==> src/cpsec_defines.vh <==
// constants for the processing-state and exception sequencer
`ifndef CPSEC_DEFINES_VH
`define CPSEC_DEFINES_VH
`define CPSEC_CTRL_OFS 12'h000
`define CPSEC_STAT_OFS 12'h004
`define CPSEC_CTRL_RST 16'h0002
`define CPSEC_CTRL_DSS 0
`define CPSEC_CTRL_UFE 1
`define CPSEC_CTRL_M1MB 2
`define CPSEC_CTRL_AREA_LSB 8
`define CPSEC_CCR_I 7
`define CPSEC_CCR_UI 6
`define CPSEC_RST_VEC 24'h000000
`define CPSEC_TRAP_VBASE 24'h000020
`define CPSEC_IRQ_VBASE 24'h00001C
`define CPSEC_RAM_LO 24'hFFF000
`define CPSEC_RAM_HI 24'hFFFEFF
`define CPSEC_MOD_LO 24'hFFFF00
`define CPSEC_MEM_STATES 2'h2
`define CPSEC_MOD_STATES 2'h3
`define CPSEC_PS_EXEC 2'h0
`define CPSEC_PS_EXC 2'h1
`define CPSEC_PS_PDN 2'h2
`define CPSEC_PS_RST 2'h3
`endif

==> src/cpsec_top.v <==
// processing-state and exception sequencer with APB control registers
// What this block does
// (RULE1) memory-indirect branch: read long at zero-page, keep 24
// (RULE2) odd word, long or branch address forced even
// (RULE3) 1-Mbyte modes drop top four address bits
// (RULE4) exactly one of four processing states
// (RULE5) reset beats interrupt beats trap
// (RULE6) sample interrupts at boundaries, skip after flag ops/reset
// (RULE7) trap instruction always starts trap handling
// (RULE8) reset pin low holds reset, rise starts sequence
// (RULE9) reset sets mask bit then fetches start vector
// (RULE10) no interrupts during or right after reset sequence
// (RULE11) entry pushes program counter and flags via stack pointer
// (RULE12) entry sets mask, also aux mask when enable clear
// (RULE13) entry ends by fetching vector and branching
// (RULE14) watchdog overflow also enters reset state
// (RULE15) sleep with select clear halts core, keeps registers
// (RULE16) sleep with select set enters software standby
// (RULE17) standby pin low halts core, clock, resets modules
// (RULE18) time in states, accesses two or three states
// (RULE19) on-chip memory: two states, 16-bit path; in 1-Mbyte modes timed as external area 7
// (RULE20) supporting modules: three states, 8/16-bit path; in 1-Mbyte modes timed as external area 7
// (RULE21) eight external areas, per-area two or three states
// (RULE22) vector bases are parameters, offsets are four bytes per vector number
`timescale 1ns/1ps
`default_nettype none
`include "cpsec_defines.vh"
module cpsec_top
#(
	parameter [23:0] RST_VEC = `CPSEC_RST_VEC,
	parameter [23:0] TRAP_VBASE = `CPSEC_TRAP_VBASE,
	parameter [23:0] IRQ_VBASE = `CPSEC_IRQ_VBASE
)
(
	input wire core_clk_i,
	input wire arst_n_i,
	input wire psel_i,
	input wire penable_i,
	input wire pwrite_i,
	input wire [11:0] paddr_i,
	input wire [31:0] pwdata_i,
	output reg [31:0] prdata_o,
	output reg pready_o,
	output reg pslverr_o,
	input wire chip_init_pin_n_i,
	input wire hw_standby_pin_n_i,
	input wire wdt_ovf_i,
	input wire instr_done_i,
	input wire flags_op_i,
	input wire soft_trap_op_i,
	input wire [1:0] trap_num_i,
	input wire sleep_op_i,
	input wire memind_op_i,
	input wire [7:0] memind_aa8_i,
	input wire irq_req_i,
	input wire nmi_req_i,
	input wire [5:0] irq_vnum_i,
	input wire [23:0] pc_i,
	input wire [7:0] cond_flags_i,
	input wire [23:0] stack_ptr_reg_i,
	input wire [15:0] bus_rdata_i,
	output reg [1:0] proc_state_o,
	output reg core_halt_o,
	output reg clk_halt_o,
	output reg mod_reset_o,
	output reg pc_load_o,
	output reg [23:0] pc_o,
	output reg cond_wr_o,
	output reg [7:0] cond_flags_o,
	output reg sp_wr_o,
	output reg [23:0] stack_ptr_reg_o,
	output reg bus_start_o,
	output reg [23:0] bus_addr_o,
	output reg bus_wr_o,
	output reg [15:0] bus_wdata_o,
	output reg irq_ack_o,
	output reg trap_ack_o
);
	localparam [3:0] S_RST = 4'h0;
	localparam [3:0] S_RVEC = 4'h1;
	localparam [3:0] S_EXEC = 4'h2;
	localparam [3:0] S_PUSH = 4'h3;
	localparam [3:0] S_VEC = 4'h4;
	localparam [3:0] S_MIND = 4'h5;
	localparam [3:0] S_SLEEP = 4'h6;
	localparam [3:0] S_SWSB = 4'h7;
	localparam [3:0] S_HWSB = 4'h8;

	reg [3:0] st_r;
	reg [15:0] ctrl_r;
	reg init_q_r;
	reg hw_standby_pin_n_q_r;
	reg post_rst_r;
	reg acc_busy_r;
	reg half_r;
	reg [23:0] base_r;
	reg [15:0] hi_r;
	reg [23:0] vec_r;
	reg [23:0] spc_r;
	reg [7:0] sccr_r;
	wire tmr_done_w;
	wire [23:0] acc_raw_w;
	wire [23:0] acc_eff_w;
	wire [23:0] tgt_eff_w;
	wire [23:0] rd_long_w;
	wire irq_take_w;
	wire boundary_w;
	wire rst_hold_w;
	wire m1mb_w;

	function [23:0] vec_addr;
		input [23:0] base;
		input [5:0] num;
		begin
			vec_addr = base + {16'h0000, num, 2'b00};
		end
	endfunction

	function [7:0] mask_set;
		input [7:0] cond_flags;
		input ufe;
		begin
			mask_set = cond_flags;
			mask_set[`CPSEC_CCR_I] = 1'b1;
			if (!ufe)
				mask_set[`CPSEC_CCR_UI] = 1'b1;
		end
	endfunction

	assign m1mb_w = ctrl_r[`CPSEC_CTRL_M1MB];
	assign acc_raw_w = base_r + {21'h0, half_r, 2'b00} - {22'h0, half_r, 1'b0};
	assign rd_long_w = {hi_r[7:0], bus_rdata_i}; // RULE1
	// reset pin and watchdog take precedence over everything else
	assign rst_hold_w = ~init_q_r | wdt_ovf_i; // RULE5 RULE14
	// a masked level request; the non-maskable one bypasses the flags
	assign irq_take_w = nmi_req_i | (irq_req_i & ~cond_flags_i[`CPSEC_CCR_I]
		& ~(~ctrl_r[`CPSEC_CTRL_UFE] & cond_flags_i[`CPSEC_CCR_UI]));
	assign boundary_w = instr_done_i & ~flags_op_i & ~post_rst_r; // RULE6 RULE10

	cpsec_addr_calc u_acc_addr
	(
		.addr_i(acc_raw_w),
		.align_i(1'b1),
		.m1mb_i(m1mb_w),
		.eff_o(acc_eff_w)
	);

	cpsec_addr_calc u_tgt_addr
	(
		.addr_i(rd_long_w),
		.align_i(1'b1),
		.m1mb_i(m1mb_w),
		.eff_o(tgt_eff_w)
	);

	cpsec_bus_timer u_timer
	(
		.core_clk_i(core_clk_i),
		.arst_n_i(arst_n_i),
		.start_i(bus_start_o),
		.addr_i(bus_addr_o),
		.m1mb_i(m1mb_w),
		.area_3st_i(ctrl_r[`CPSEC_CTRL_AREA_LSB+7:`CPSEC_CTRL_AREA_LSB]),
		.done_o(tmr_done_w)
	);

	// apb slave, zero wait: pready is raised for the access phase
	always @(posedge core_clk_i or negedge arst_n_i)
	begin
		if (!arst_n_i)
		begin
			ctrl_r <= `CPSEC_CTRL_RST;
			prdata_o <= 32'h00000000;
			pready_o <= 1'b0;
			pslverr_o <= 1'b0;
		end
		else
		begin
			pready_o <= psel_i & ~penable_i;
			pslverr_o <= 1'b0;
			prdata_o <= 32'h00000000;
			if (psel_i & ~penable_i)
			begin
				if (paddr_i == `CPSEC_CTRL_OFS)
					prdata_o <= {16'h0000, ctrl_r};
				else if (paddr_i == `CPSEC_STAT_OFS)
					prdata_o <= {16'h0000, cond_flags_o, post_rst_r, 1'b0,
						st_r, proc_state_o};
				else
					pslverr_o <= 1'b1;
			end
			if (psel_i & penable_i & pready_o & pwrite_i
				& (paddr_i == `CPSEC_CTRL_OFS))
				ctrl_r <= {pwdata_i[15:8], 5'h00, pwdata_i[2:0]};
		end
	end

	// pins are taken as synchronous; one stage keeps them off paths
	always @(posedge core_clk_i or negedge arst_n_i)
	begin
		if (!arst_n_i)
		begin
			init_q_r <= 1'b0;
			hw_standby_pin_n_q_r <= 1'b1;
		end
		else
		begin
			init_q_r <= chip_init_pin_n_i;
			hw_standby_pin_n_q_r <= hw_standby_pin_n_i;
		end
	end

	always @(posedge core_clk_i or negedge arst_n_i)
	begin
		if (!arst_n_i)
		begin
			st_r <= S_RST;
			post_rst_r <= 1'b1;
			acc_busy_r <= 1'b0;
			half_r <= 1'b0;
			base_r <= 24'h000000;
			hi_r <= 16'h0000;
			vec_r <= 24'h000000;
			spc_r <= 24'h000000;
			sccr_r <= 8'h00;
			proc_state_o <= `CPSEC_PS_RST;
			core_halt_o <= 1'b1;
			clk_halt_o <= 1'b0;
			mod_reset_o <= 1'b1;
			pc_load_o <= 1'b0;
			pc_o <= 24'h000000;
			cond_wr_o <= 1'b0;
			cond_flags_o <= 8'h80;
			sp_wr_o <= 1'b0;
			stack_ptr_reg_o <= 24'h000000;
			bus_start_o <= 1'b0;
			bus_addr_o <= 24'h000000;
			bus_wr_o <= 1'b0;
			bus_wdata_o <= 16'h0000;
			irq_ack_o <= 1'b0;
			trap_ack_o <= 1'b0;
		end
		else
		begin
			pc_load_o <= 1'b0;
			cond_wr_o <= 1'b0;
			sp_wr_o <= 1'b0;
			bus_start_o <= 1'b0;
			irq_ack_o <= 1'b0;
			trap_ack_o <= 1'b0;
			// word access engine: two halves, high word first
			if (st_r == S_RVEC || st_r == S_PUSH || st_r == S_VEC
				|| st_r == S_MIND)
			begin
				if (!acc_busy_r)
				begin
					acc_busy_r <= 1'b1;
					bus_start_o <= 1'b1;
					bus_addr_o <= acc_eff_w;
					bus_wr_o <= (st_r == S_PUSH);
					bus_wdata_o <= half_r ? spc_r[15:0] : {sccr_r, spc_r[23:16]};
				end
				else if (tmr_done_w)
				begin
					acc_busy_r <= 1'b0;
					half_r <= ~half_r;
					if (!half_r)
						hi_r <= bus_rdata_i;
				end
			end
			if (rst_hold_w)
			begin
				// everything aborts; mask set, modules held
				st_r <= S_RST; // RULE8
				proc_state_o <= `CPSEC_PS_RST; // RULE4
				core_halt_o <= 1'b1;
				clk_halt_o <= 1'b0;
				mod_reset_o <= 1'b1;
				acc_busy_r <= 1'b0;
				half_r <= 1'b0;
				// no access may start here: its stale done would hit the vector read
				bus_start_o <= 1'b0;
				post_rst_r <= 1'b1;
				cond_flags_o <= {1'b1, cond_flags_o[6:0]}; // RULE9
				cond_wr_o <= 1'b1;
			end
			else if (!hw_standby_pin_n_q_r)
			begin
				st_r <= S_HWSB; // RULE17
				proc_state_o <= `CPSEC_PS_PDN;
				core_halt_o <= 1'b1;
				clk_halt_o <= 1'b1;
				mod_reset_o <= 1'b1;
				acc_busy_r <= 1'b0;
				bus_start_o <= 1'b0;
				half_r <= 1'b0;
			end
			else
			begin
				case (st_r)
				S_RST:
				begin
					// leaves once neither the reset pin nor the watchdog holds it
					st_r <= S_RVEC; // RULE8
					proc_state_o <= `CPSEC_PS_EXC;
					mod_reset_o <= 1'b0;
					base_r <= RST_VEC; // RULE22
				end
				S_RVEC:
				begin
					if (acc_busy_r & tmr_done_w & half_r)
					begin
						pc_o <= tgt_eff_w; // RULE9
						pc_load_o <= 1'b1;
						st_r <= S_EXEC;
						proc_state_o <= `CPSEC_PS_EXEC;
						core_halt_o <= 1'b0;
					end
				end
				S_EXEC:
				begin
					if (instr_done_i)
						post_rst_r <= 1'b0; // RULE10
					if (boundary_w & irq_take_w)
					begin
						st_r <= S_PUSH; // RULE5 RULE6
						irq_ack_o <= 1'b1;
						vec_r <= vec_addr(IRQ_VBASE, irq_vnum_i); // RULE22
						spc_r <= pc_i;
						sccr_r <= cond_flags_i;
						base_r <= stack_ptr_reg_i - 24'h000004; // RULE11
						proc_state_o <= `CPSEC_PS_EXC;
						core_halt_o <= 1'b1;
					end
					else if (soft_trap_op_i)
					begin
						// taken whatever the mask bits say
						st_r <= S_PUSH; // RULE7
						trap_ack_o <= 1'b1;
						vec_r <= vec_addr(TRAP_VBASE, {4'h0, trap_num_i});
						spc_r <= pc_i;
						sccr_r <= cond_flags_i;
						base_r <= stack_ptr_reg_i - 24'h000004; // RULE11
						proc_state_o <= `CPSEC_PS_EXC;
						core_halt_o <= 1'b1;
					end
					else if (sleep_op_i)
					begin
						proc_state_o <= `CPSEC_PS_PDN;
						core_halt_o <= 1'b1;
						if (ctrl_r[`CPSEC_CTRL_DSS])
						begin
							st_r <= S_SWSB; // RULE16
							clk_halt_o <= 1'b1;
							mod_reset_o <= 1'b1;
						end
						else
							st_r <= S_SLEEP; // RULE15
					end
					else if (memind_op_i)
					begin
						st_r <= S_MIND;
						base_r <= {16'h0000, memind_aa8_i}; // RULE1
						core_halt_o <= 1'b1;
					end
				end
				S_PUSH:
				begin
					if (acc_busy_r & tmr_done_w & half_r)
					begin
						stack_ptr_reg_o <= base_r; // RULE11
						sp_wr_o <= 1'b1;
						cond_flags_o <= mask_set(sccr_r, ctrl_r[`CPSEC_CTRL_UFE]); // RULE12
						cond_wr_o <= 1'b1;
						base_r <= vec_r;
						st_r <= S_VEC;
					end
				end
				S_VEC:
				begin
					if (acc_busy_r & tmr_done_w & half_r)
					begin
						pc_o <= tgt_eff_w; // RULE13
						pc_load_o <= 1'b1;
						// a non-maskable request at the end of a sequence is taken at once; a maskable one goes back to execution
						if (irq_req_i & cond_flags_o[`CPSEC_CCR_I] & ~nmi_req_i)
						begin
							st_r <= S_EXEC;
							proc_state_o <= `CPSEC_PS_EXEC;
							core_halt_o <= 1'b0;
						end
						else if (nmi_req_i | irq_req_i)
						begin
							irq_ack_o <= 1'b1;
							vec_r <= vec_addr(IRQ_VBASE, irq_vnum_i);
							spc_r <= tgt_eff_w;
							sccr_r <= cond_flags_o;
							base_r <= stack_ptr_reg_o - 24'h000004;
							st_r <= S_PUSH;
						end
						else
						begin
							st_r <= S_EXEC;
							proc_state_o <= `CPSEC_PS_EXEC;
							core_halt_o <= 1'b0;
						end
					end
				end
				S_MIND:
				begin
					if (acc_busy_r & tmr_done_w & half_r)
					begin
						pc_o <= tgt_eff_w; // RULE1 RULE2 RULE3
						pc_load_o <= 1'b1;
						st_r <= S_EXEC;
						core_halt_o <= 1'b0;
					end
				end
				S_SLEEP, S_SWSB:
				begin
					// registers untouched; only an interrupt wakes the core
					if (irq_take_w)
					begin
						st_r <= S_PUSH;
						irq_ack_o <= 1'b1;
						vec_r <= vec_addr(IRQ_VBASE, irq_vnum_i);
						spc_r <= pc_i;
						sccr_r <= cond_flags_i;
						base_r <= stack_ptr_reg_i - 24'h000004;
						proc_state_o <= `CPSEC_PS_EXC;
						clk_halt_o <= 1'b0;
						mod_reset_o <= 1'b0;
					end
				end
				S_HWSB:
				begin
					// standby released: restart through the reset path
					st_r <= S_RST;
					proc_state_o <= `CPSEC_PS_RST;
					clk_halt_o <= 1'b0;
					post_rst_r <= 1'b1;
				end
				default:
				begin
					st_r <= S_RST;
					proc_state_o <= `CPSEC_PS_RST;
				end
				endcase
			end
		end
	end
endmodule // cpsec_top
`default_nettype wire

==> src/cpsec_addr_calc.v <==
// effective address forming: odd-bit forcing and 1-Mbyte truncation
`timescale 1ns/1ps
`default_nettype none
module cpsec_addr_calc
(
	input wire [23:0] addr_i,
	input wire align_i,
	input wire m1mb_i,
	output wire [23:0] eff_o
);
	wire [23:0] even_w;
	assign even_w = {addr_i[23:1], addr_i[0] & ~align_i}; // RULE2
	assign eff_o = m1mb_i ? {4'h0, even_w[19:0]} : even_w; // RULE3
endmodule // cpsec_addr_calc
`default_nettype wire

==> src/cpsec_bus_timer.v <==
// access-cycle timer: two or three states per access by region
`timescale 1ns/1ps
`default_nettype none
`include "cpsec_defines.vh"
module cpsec_bus_timer
(
	input wire core_clk_i,
	input wire arst_n_i,
	input wire start_i,
	input wire [23:0] addr_i,
	input wire m1mb_i,
	input wire [7:0] area_3st_i,
	output reg done_o
);
	reg [1:0] cnt_r;
	reg [1:0] need_r;
	reg busy_r;
	wire [2:0] area_w;
	reg [1:0] need_w;
	assign area_w = m1mb_i ? addr_i[19:17] : addr_i[23:21]; // RULE21
	always @*
	begin
		if (addr_i >= `CPSEC_RAM_LO && addr_i <= `CPSEC_RAM_HI)
			need_w = `CPSEC_MEM_STATES; // RULE19
		else if (addr_i >= `CPSEC_MOD_LO)
			need_w = `CPSEC_MOD_STATES; // RULE20
		else if (area_3st_i[area_w])
			need_w = `CPSEC_MOD_STATES; // RULE21
		else
			need_w = `CPSEC_MEM_STATES;
	end
	// each state is one clock from rising edge to rising edge
	always @(posedge core_clk_i or negedge arst_n_i)
	begin
		if (!arst_n_i)
		begin
			cnt_r <= 2'h0;
			need_r <= 2'h0;
			busy_r <= 1'b0;
			done_o <= 1'b0;
		end
		else
		begin
			done_o <= 1'b0;
			if (start_i)
			begin
				cnt_r <= 2'h1;
				need_r <= need_w;
				busy_r <= 1'b1;
			end
			else if (busy_r)
			begin
				cnt_r <= cnt_r + 2'h1;
				if (cnt_r + 2'h1 == need_r)
				begin
					done_o <= 1'b1; // RULE18
					busy_r <= 1'b0;
				end
			end
		end
	end
endmodule // cpsec_bus_timer
`default_nettype wire

==> config.mk <==
export PLATFORM = sky130hd
export DESIGN_NAME = cpsec_top
export DESIGN_NICKNAME = d
export VERILOG_FILES = /design/src/cpsec_top.v /design/src/cpsec_addr_calc.v /design/src/cpsec_bus_timer.v
export VERILOG_INCLUDE_DIRS = /design/src
export SDC_FILE = /design/constraint.sdc
export NUM_CORES = 1
export LEC_CHECK = 0
export BUFFER_PORTS_ARGS = -buffer_cell sky130_fd_sc_hd__buf_2
export CAP_MARGIN = 20
export CORE_UTILIZATION = 49
export CTS_BUF_LIST = sky130_fd_sc_hd__clkbuf_4 sky130_fd_sc_hd__clkbuf_8 sky130_fd_sc_hd__clkbuf_16
export CTS_CLUSTER_DIAMETER = 60
export CTS_CLUSTER_SIZE = 40
export DETAILED_ROUTE_END_ITERATION = 8
export PLACE_DENSITY = 0.77
export RECOVER_POWER = 100
export SLEW_MARGIN = 40
export SYNTH_ARGS = -nofsm -noshare
export SYNTH_HDL_FRONTEND = slang
export SYNTH_HIERARCHICAL = 1
export SYNTH_SLANG_ARGS = --single-unit
==> constraint.sdc <==
create_clock -name core_clk_i -period 3.5 [get_ports core_clk_i]
set_input_delay 0.525 -clock core_clk_i [delete_from_list [all_inputs] [get_ports core_clk_i]]
set_output_delay 0.525 -clock core_clk_i [all_outputs]
set_load 0.05 [all_outputs]
; ---- Word level (Yosys, flattened, before mapping)
; Index checks and enable logic that the tools add are counted.
[totals]
ff_bits = 256
latch_bits = 0
ramBits = 0
rom_bits = 0
input_bits = 147
elab_cells = 290
memories = 0
[op_classes]
addsub = 7
mul = 0
n_div = 0
order_cmp = 4
eq_ne = 38
shifts = 0
muxes = 145
bitwise = 29
reduce_logical = 31
[ops]
columns = operator, n
row1 = two-way mux 24 bit, 23
row2 = case mux 24 bit (3 select lines), 2
row3 = case mux 24 bit (5 select lines), 1
row4 = two-way mux 8 bit, 10
row5 = two-way mux 1 bit, 71
row6 = >= comparator 24 bit (second input constant), 2
row7 = two-way mux 16 bit, 3
row8 = subtractor 24 x 3 -> 24 bit (second input constant), 2
row9 = two-way mux 4 bit, 10
row10 = two-way mux 32 bit, 1
row11 = two-way mux 2 bit, 14
row12 = != test 4 bit (second input constant), 7
row13 = adder 24 x 3 -> 24 bit, 1
row14 = less-or-equal comparator 24 bit (second input constant), 1
row15 = case mux 4 bit (6 select lines), 1
row16 = case mux 8 bit (3 select lines), 1
row17 = subtractor 24 x 2 -> 24 bit, 1
row18 = AND reduction 6 bit, 3
row19 = == test 4 x 3 -> 1 bit (second input constant), 4
row20 = bitwise AND 1 bit, 15
row21 = == test 12 x 3 -> 1 bit (second input constant), 1
row22 = logical NOT 12 bit, 1
row23 = != test 4 x 3 -> 1 bit (second input constant), 3
row24 = case mux 1 bit (3 select lines), 4
row25 = other kinds (39), 72

; ---- Depth between registers and ports, before layout
[depth]
word_depth = 10
depth_mapped = 14
depth_no_buf = 13

; ---- By module
; Netlist, hierarchy kept.
[by_module_without_submodules]
columns = module, instances, cells_per_inst, area_each_um2, seq_area_each_um2
row1 = cpsec_top, 1, 1073, 11295.8, 5415.2
row2 = cpsec_bus_timer, 1, 48, 431.7, 150.1
row3 = cpsec_addr_calc, 2, 24, 173.9, 0.0

; ---- Least setup slack after synthesis
; No wires, ideal clock.
[synth_path]
path_type = register to register
start = register half_r
end = register bus_addr_o[21]
setup_ps = 125
arrival_ps = 3276
required_time_ps = 3375
setup_slack_ps = 100
path_stages_with_launch = 14
path_buffers = 1
synth_period_minus_slack_ps = 3400
path_cell_list = dfrtp_1 > clkbuf_1 > inv_1 > ha_1 > fa_1 > a21oi_1 > nor2_1 > o211ai_1 > a211oi_1 > or2_2 > a41o_1 > xor2_1 > nor2b_1 > mux2_2
[synth_between]
elab_chain_cells = 3
[synth_lines]
columns = element, line
row1 = "start, declared", cpsec_top.v:95  ; reg half_r;
row2 = "start signal, assigned", cpsec_top.v:266  ; half_r <= ~half_r;
row3 = adder 24 x 3 -> 24 bit, cpsec_top.v:131  ; assign acc_raw_w = base_r + {21'h0, half_r, 2'b00} - {22'h0, half_r, 1'b0};
row4 = subtractor 24 x 2 -> 24 bit *, cpsec_top.v:131
row5 = net acc_raw_w[21], cpsec_top.v:102  ; wire [23:0] acc_raw_w;
row6 = two-way mux 24 bit *, cpsec_addr_calc.v:13  ; assign eff_o = m1mb_i ? {4'h0, even_w[19:0]} : even_w;
row7 = net acc_eff_w[21], cpsec_top.v:103  ; wire [23:0] acc_eff_w;
row8 = "end signal, assigned", cpsec_top.v:259  ; bus_addr_o <= acc_eff_w;
row9 = "end, declared", cpsec_top.v:73  ; output reg [23:0] bus_addr_o,
; The timed path passes the listed nets; every way through them passes the cells marked *.
; A chain may end at the register's enable or synchronous reset.

; ---- Worst setup path in the final report
[layout_path]
start = register st_r[2]
end = register base_r[3]
[layout_between]
elab_chain_cells = 4
elab_cells_between_ends = 17
classes_between = 12 x eq/ne / 1 x mux / 4 x reduce/logical
[layout_lines]
columns = element, line
row1 = "start, declared", cpsec_top.v:89  ; reg [3:0] st_r;
row2 = "start signal, assigned", cpsec_top.v:217  ; st_r <= S_RST;
row3 = "start signal, assigned", cpsec_top.v:274  ; st_r <= S_RST;
row4 = "start signal, assigned", cpsec_top.v:289  ; st_r <= S_HWSB;
row5 = == test 4 x 3 -> 1 bit, cpsec_top.v:300  ; case (st_r)
row6 = OR reduction 2 bit, cpsec_top.v:300
row7 = nonzero test 5 bit (no line) or != test 2 bit (tied branches), n/a
row8 = AND reduction 10 bit (no line), n/a
row9 = "end signal, assigned", cpsec_top.v:331  ; base_r <= stack_ptr_reg_i - 24'h000004;
row10 = "end signal, assigned", cpsec_top.v:343  ; base_r <= stack_ptr_reg_i - 24'h000004;
row11 = "end signal, assigned", cpsec_top.v:363  ; base_r <= {16'h0000, memind_aa8_i};
row12 = "end, declared", cpsec_top.v:96  ; reg [23:0] base_r;
; Several ways; a longest one is shown, not always the timed one.

==> metrics.txt <==
# TYPE chip_impl_metric gauge
chip_impl_info{name="run_status",value="finished with violations"} 1
chip_impl_info{name="violations",value="max-capacitance violations, max-slew violations"} 1
chip_impl_metric{name="syn_area",unit="µm²"} 12100
chip_impl_metric{name="synth-adder-area-share",unit="%"} 2.86
chip_impl_metric{name="total_power",unit="mW"} 6.07
chip_impl_metric{name="synth-edff-count",unit=""} 0
chip_impl_metric{name="final_core_utilization",unit="%"} 57.5
chip_impl_metric{name="cts-resized-gates",unit=""} 0
chip_impl_metric{name="p_sw",unit="mW"} 1.88
chip_impl_metric{name="ff_latch_area",unit="µm²"} 5570
chip_impl_metric{name="post_dp_hpwl",unit="mm"} 23.8
chip_impl_metric{name="worst_setup_hold_path_clk_slew",unit="ns"} 0.07
chip_impl_metric{name="finalHoldViolations",unit=""} 0
chip_impl_metric{name="gr-total-overflow",unit=""} 0
chip_impl_metric{name="critPathArrivalTime",unit="ns"} 3.56
chip_impl_metric{name="slowest_delay",unit="ns"} 0.76
chip_impl_metric{name="finalCritPeriodShare",unit="%"} 90.3
chip_impl_info{name="tritoncts_clock_tree",value="yes"} 1
chip_impl_metric{name="synth.top_cell.area_share",unit="%"} 44.3
chip_impl_metric{name="powerDensity",unit="nW/µm²"} 436
chip_impl_info{name="post_synth_most_frequent_cells",value="sky130_fd_sc_hd__dfrtp_1, sky130_fd_sc_hd__mux2_2, sky130_fd_sc_hd__nand2_1"} 1
chip_impl_metric{name="dpl-instance-area",unit="µm²"} 13400
chip_impl_metric{name="max_clock_freq",unit="MHz"} 316
chip_impl_metric{name="gr-usage-met3",unit="%"} 3.75
chip_impl_info{name="main_combinational_cell_family_by_area_after_synthesis",value="multiplexers"} 1
chip_impl_info{name="worst-setup-path-type",value="flop to flop"} 1
chip_impl_metric{name="post_synthesis_mean_instance_area",unit="µm²"} 10.3
chip_impl_metric{name="wire_length_of_the_first_global_routing_pass",unit="mm"} 51.4
chip_impl_info{name="root_buffer",value="sky130_fd_sc_hd__clkbuf_16"} 1
chip_impl_metric{name="clk_latency",unit="ns"} 0.52
chip_impl_metric{name="pwr-share-comb",unit="%"} 13.5
chip_impl_info{name="yosys.area.top_type",value="sky130_fd_sc_hd__dfrtp_1"} 1
chip_impl_metric{name="antenna_violations_before_repair",unit=""} 1
chip_impl_metric{name="synth.ff_latch_count",unit=""} 222
chip_impl_metric{name="fin_worst_skew",unit="ns"} 0.0216
chip_impl_metric{name="min_period",unit="ns"} 3.16
chip_impl_metric{name="postRouteWirelength",unit="mm"} 32.0
chip_impl_metric{name="synth_async_sr_flop_share",unit="%"} 100
chip_impl_metric{name="fillers",unit=""} 2206
chip_impl_metric{name="timing.slew.headroom",unit="%"} -22.3
chip_impl_metric{name="drt_drc_violations_left",unit=""} 0
chip_impl_metric{name="starting_density_of_the_core",unit="%"} 49.8
chip_impl_info{name="grt_busiest_layer",value="met2"} 1
chip_impl_metric{name="report.final.slew_viol_count",unit=""} 95
chip_impl_metric{name="die_height",unit="µm"} 159
chip_impl_metric{name="final_layout_size_suffix_gt1_share",unit="%"} 22.2
chip_impl_metric{name="h-tree-depth",unit=""} 1
chip_impl_metric{name="via_count_of_the_first_global_routing_pass",unit=""} 9469
chip_impl_metric{name="numCtsBuffers",unit=""} 22
chip_impl_metric{name="p_int",unit="mW"} 4.19
chip_impl_metric{name="sink_count_of_the_clock_tree",unit=""} 222
chip_impl_metric{name="grt_usage",unit="%"} 25.2
chip_impl_metric{name="holdWs",unit="ns"} 0.111
chip_impl_info{name="synth.top_cells.by_area",value="sky130_fd_sc_hd__dfrtp_1, sky130_fd_sc_hd__mux2_2, sky130_fd_sc_hd__mux2i_1, sky130_fd_sc_hd__buf_4, sky130_fd_sc_hd__o21ai_0"} 1
chip_impl_metric{name="post_cts_buffers",unit=""} 0
chip_impl_info{name="cpMostUsedCell",value="sky130_fd_sc_hd__nand2_1"} 1
chip_impl_metric{name="final.setup.tns",unit="ns"} 0
chip_impl_metric{name="timing.critical_path.required",unit="ns"} 3.89
chip_impl_metric{name="io_port_bufs",unit=""} 250
chip_impl_metric{name="irDropWorstVdd",unit="mV"} 0.334
chip_impl_metric{name="synth_compound_gate_area_share",unit="%"} 12.6
chip_impl_info{name="ys_dominant_reg_cell",value="sky130_fd_sc_hd__dfrtp_1"} 1
chip_impl_metric{name="first_pass_iters",unit=""} 5
chip_impl_metric{name="syn2layout_area_growth",unit="%"} 15.4
chip_impl_metric{name="chip_width",unit="µm"} 159
chip_impl_metric{name="synth_xor_xnor_area_share",unit="%"} 4.93
chip_impl_metric{name="synth.area.mux_share",unit="%"} 14.0
chip_impl_metric{name="final_net_count",unit=""} 1551
chip_impl_metric{name="gr-usage-met1",unit="%"} 36.0
chip_impl_info{name="critical_path.cell_chain",value="nor2_1 -> nand2_1 -> a211o_1 -> o221a_2 -> nand2_1 -> mux2_2"} 1
chip_impl_info{name="setup.worst_path.end_class",value="flop"} 1
chip_impl_metric{name="floorplan.die_area",unit="µm²"} 25300
chip_impl_metric{name="groute.layer.met2.usage",unit="%"} 39.6
chip_impl_metric{name="power.sequential.fraction",unit="%"} 45.5
chip_impl_info{name="setup_repair_after_global_routing_missed_its_margin",value="no"} 1
chip_impl_info{name="startpoint_class",value="flop"} 1
chip_impl_metric{name="core",unit="µm²"} 24200
chip_impl_info{name="hold_class",value="input port to flop"} 1
chip_impl_metric{name="max_slew.worst_pin.slew",unit="ns"} 1.84
chip_impl_metric{name="max_buffers_root_to_sink",unit=""} 3
chip_impl_metric{name="synthesis.instances",unit=""} 1169
chip_impl_metric{name="post_synth_and_or_nand_nor_area_fraction",unit="%"} 12.7
chip_impl_metric{name="place.gp.congestion",unit=""} 0.940
chip_impl_metric{name="post_drt_wl_per_cell",unit="µm"} 18.6
chip_impl_metric{name="largest_net_degree_at_the_start_of_global_routing",unit=""} 86
chip_impl_metric{name="io-pin-count",unit=""} 289
chip_impl_metric{name="power_leakage",unit="nW"} 6.31
chip_impl_metric{name="floorplan.rows",unit=""} 57
chip_impl_metric{name="setup_viol",unit=""} 0
chip_impl_info{name="critPathSlowestCell",value="sky130_fd_sc_hd__nand2_1"} 1
chip_impl_metric{name="detail_route.iter0.violations",unit=""} 635
chip_impl_metric{name="synth.distinct_cells",unit=""} 73
chip_impl_metric{name="drt_via_density",unit=""} 5.55
chip_impl_metric{name="synth.yosys.warnings",unit=""} 6
chip_impl_metric{name="synth.yosys.seq_area_share",unit="%"} 46.1
chip_impl_metric{name="vias",unit=""} 9540
chip_impl_metric{name="share_clk_of_total_power",unit="%"} 40.9
chip_impl_metric{name="multi_input_logic_area",unit="µm²"} 5760
chip_impl_metric{name="drv.max_cap_violation_count",unit=""} 2
chip_impl_metric{name="crit_path_max_fanout",unit=""} 24
chip_impl_metric{name="postLayoutCellArea",unit="µm²"} 13900
chip_impl_metric{name="final_antenna_net_count",unit=""} 0
chip_impl_metric{name="switching_share",unit="%"} 31.0
chip_impl_info{name="synth.most_common_cell",value="sky130_fd_sc_hd__dfrtp_1"} 1
[placed cells by master (no fill, tap or decap), types with 5 or more instances in the layout]
master	n
sky130_fd_sc_hd__nand2_1	87
sky130_fd_sc_hd__ha_1	26
sky130_fd_sc_hd__nand3_1	19
sky130_fd_sc_hd__conb_1	19
sky130_fd_sc_hd__nand2b_1	12
sky130_fd_sc_hd__xor2_1	30
sky130_fd_sc_hd__mux2i_1	49
sky130_fd_sc_hd__buf_4	9
sky130_fd_sc_hd__xnor2_1	38
sky130_fd_sc_hd__a31oi_1	7
sky130_fd_sc_hd__a22o_1	17
sky130_fd_sc_hd__o22ai_1	16
sky130_fd_sc_hd__o31ai_1	5
sky130_fd_sc_hd__clkbuf_1	130
sky130_fd_sc_hd__a21oi_1	56
sky130_fd_sc_hd__clkinv_8	5
sky130_fd_sc_hd__a211oi_1	8
sky130_fd_sc_hd__nor2_1	81
sky130_fd_sc_hd__dfrtp_1	214
sky130_fd_sc_hd__and3_1	6
sky130_fd_sc_hd__inv_1	45
sky130_fd_sc_hd__o21ai_0	68
sky130_fd_sc_hd__dfstp_2	7
sky130_fd_sc_hd__nor4_1	13
sky130_fd_sc_hd__mux2_2	104
sky130_fd_sc_hd__a222oi_1	5
sky130_fd_sc_hd__nor2b_1	16
sky130_fd_sc_hd__nand3b_1	8
sky130_fd_sc_hd__clkbuf_16	22
sky130_fd_sc_hd__nor3_1	27
sky130_fd_sc_hd__nand4_1	5
sky130_fd_sc_hd__a22oi_1	16
sky130_fd_sc_hd__a21o_1	9
sky130_fd_sc_hd__buf_2	124
[flip-flops by register name, indices dropped and copies added (netlist names), 7 cells and up]
register / count
vec_r: 7
pc_o: 24
stack_ptr_reg_o: 24
sccr_r: 8
base_r: 24
cond_flags_o: 8
bus_addr_o: 24
bus_wdata_o: 16
spc_r: 24
prdata_o: 15
ctrl_r: 11
hi_r: 8
[power by group through the flow]
stage          sequential, mW  combinational (mW)  clock [mW]
5_1_grt                  2.78               0.888        2.63
2_1_floorplan            3.05               0.331           0
4_1_cts                  2.76               0.852        2.54
6_report                 2.77               0.822        2.49
3_3_place_gp             2.80               0.834           0
3_5_place_dp             2.81               0.849           0
[stage by stage]
step / setup WS (ns) / cells
2_1_floorplan: 0.0997 / 1186
3_3_place_gp: 0.431 / 1676
3_5_place_dp: 0.374 / 1676
4_1_cts: 0.365 / 1717
5_1_grt: 0.144 / 1718
6_report: 0.339 / 1718
[path summary, 6_finish.rpt]
path | from | to | slack, ns | cells past startpoint
max in group asynchronous | arst_n_i | bus_wdata_o[15] | 1.24 | 3
min in group asynchronous | arst_n_i | stack_ptr_reg_o[19] | 1.01 | 2
max | st_r[2] | base_r[3] | 0.34 | 6
min | hw_standby_pin_n_i | hw_standby_pin_n_q_r | 0.11 | 1
max reg2reg | st_r[2] | base_r[3] | 0.34 | 6
min reg2reg | spc_r[15] | spc_r[15] | 0.48 | 2
[worst max-delay path: cells and delay by family (launching register included)]
kind,cells,cell delay [ns]
simple gates,3,1.34
flops,1,0.56
mux,1,0.42
compound gates,2,0.71
[final cells by class]
class | count | share of cell area (%)
sequential | 222 | 39.9
inverter | 45 | 1.21
multi-input combinational | 816 | 41.3
tap | 324 | 2.91
clock inverter | 16 | 1.51
clock buffer | 24 | 4.10
antenna | 1 | 0.0180
timing repair buffer | 270 | 9.05
[routing by layer]
layer	routed length, µm	share of wire (%)
met3	2030	6.3
met1	14600	46
met2	14600	45
met4	861	2.7
met5	0	0
[repair_timing]
| item | in CTS | in global routing |
|---|---|---|
| hold buffers | 1 | 0 |
| hold endpoints to repair | 28 | 0 |
| setup endpoints to repair | 0 | 0 |
[kinds of logic (layout without fill, tap and decap cells)]
group / count (synthesis) / after routing
adder cells (fa/ha/maj): 27 / 27
AND/OR/NAND/NOR: 309 / 309
XOR/XNOR: 68 / 68
flip-flops: 222 / 222
multiplexers: 155 / 155
AO/OA/AOI/OAI: 238 / 238
other: 2 / 20
buffers and inverters: 148 / 355
Power figures use the tool's default switching activity.
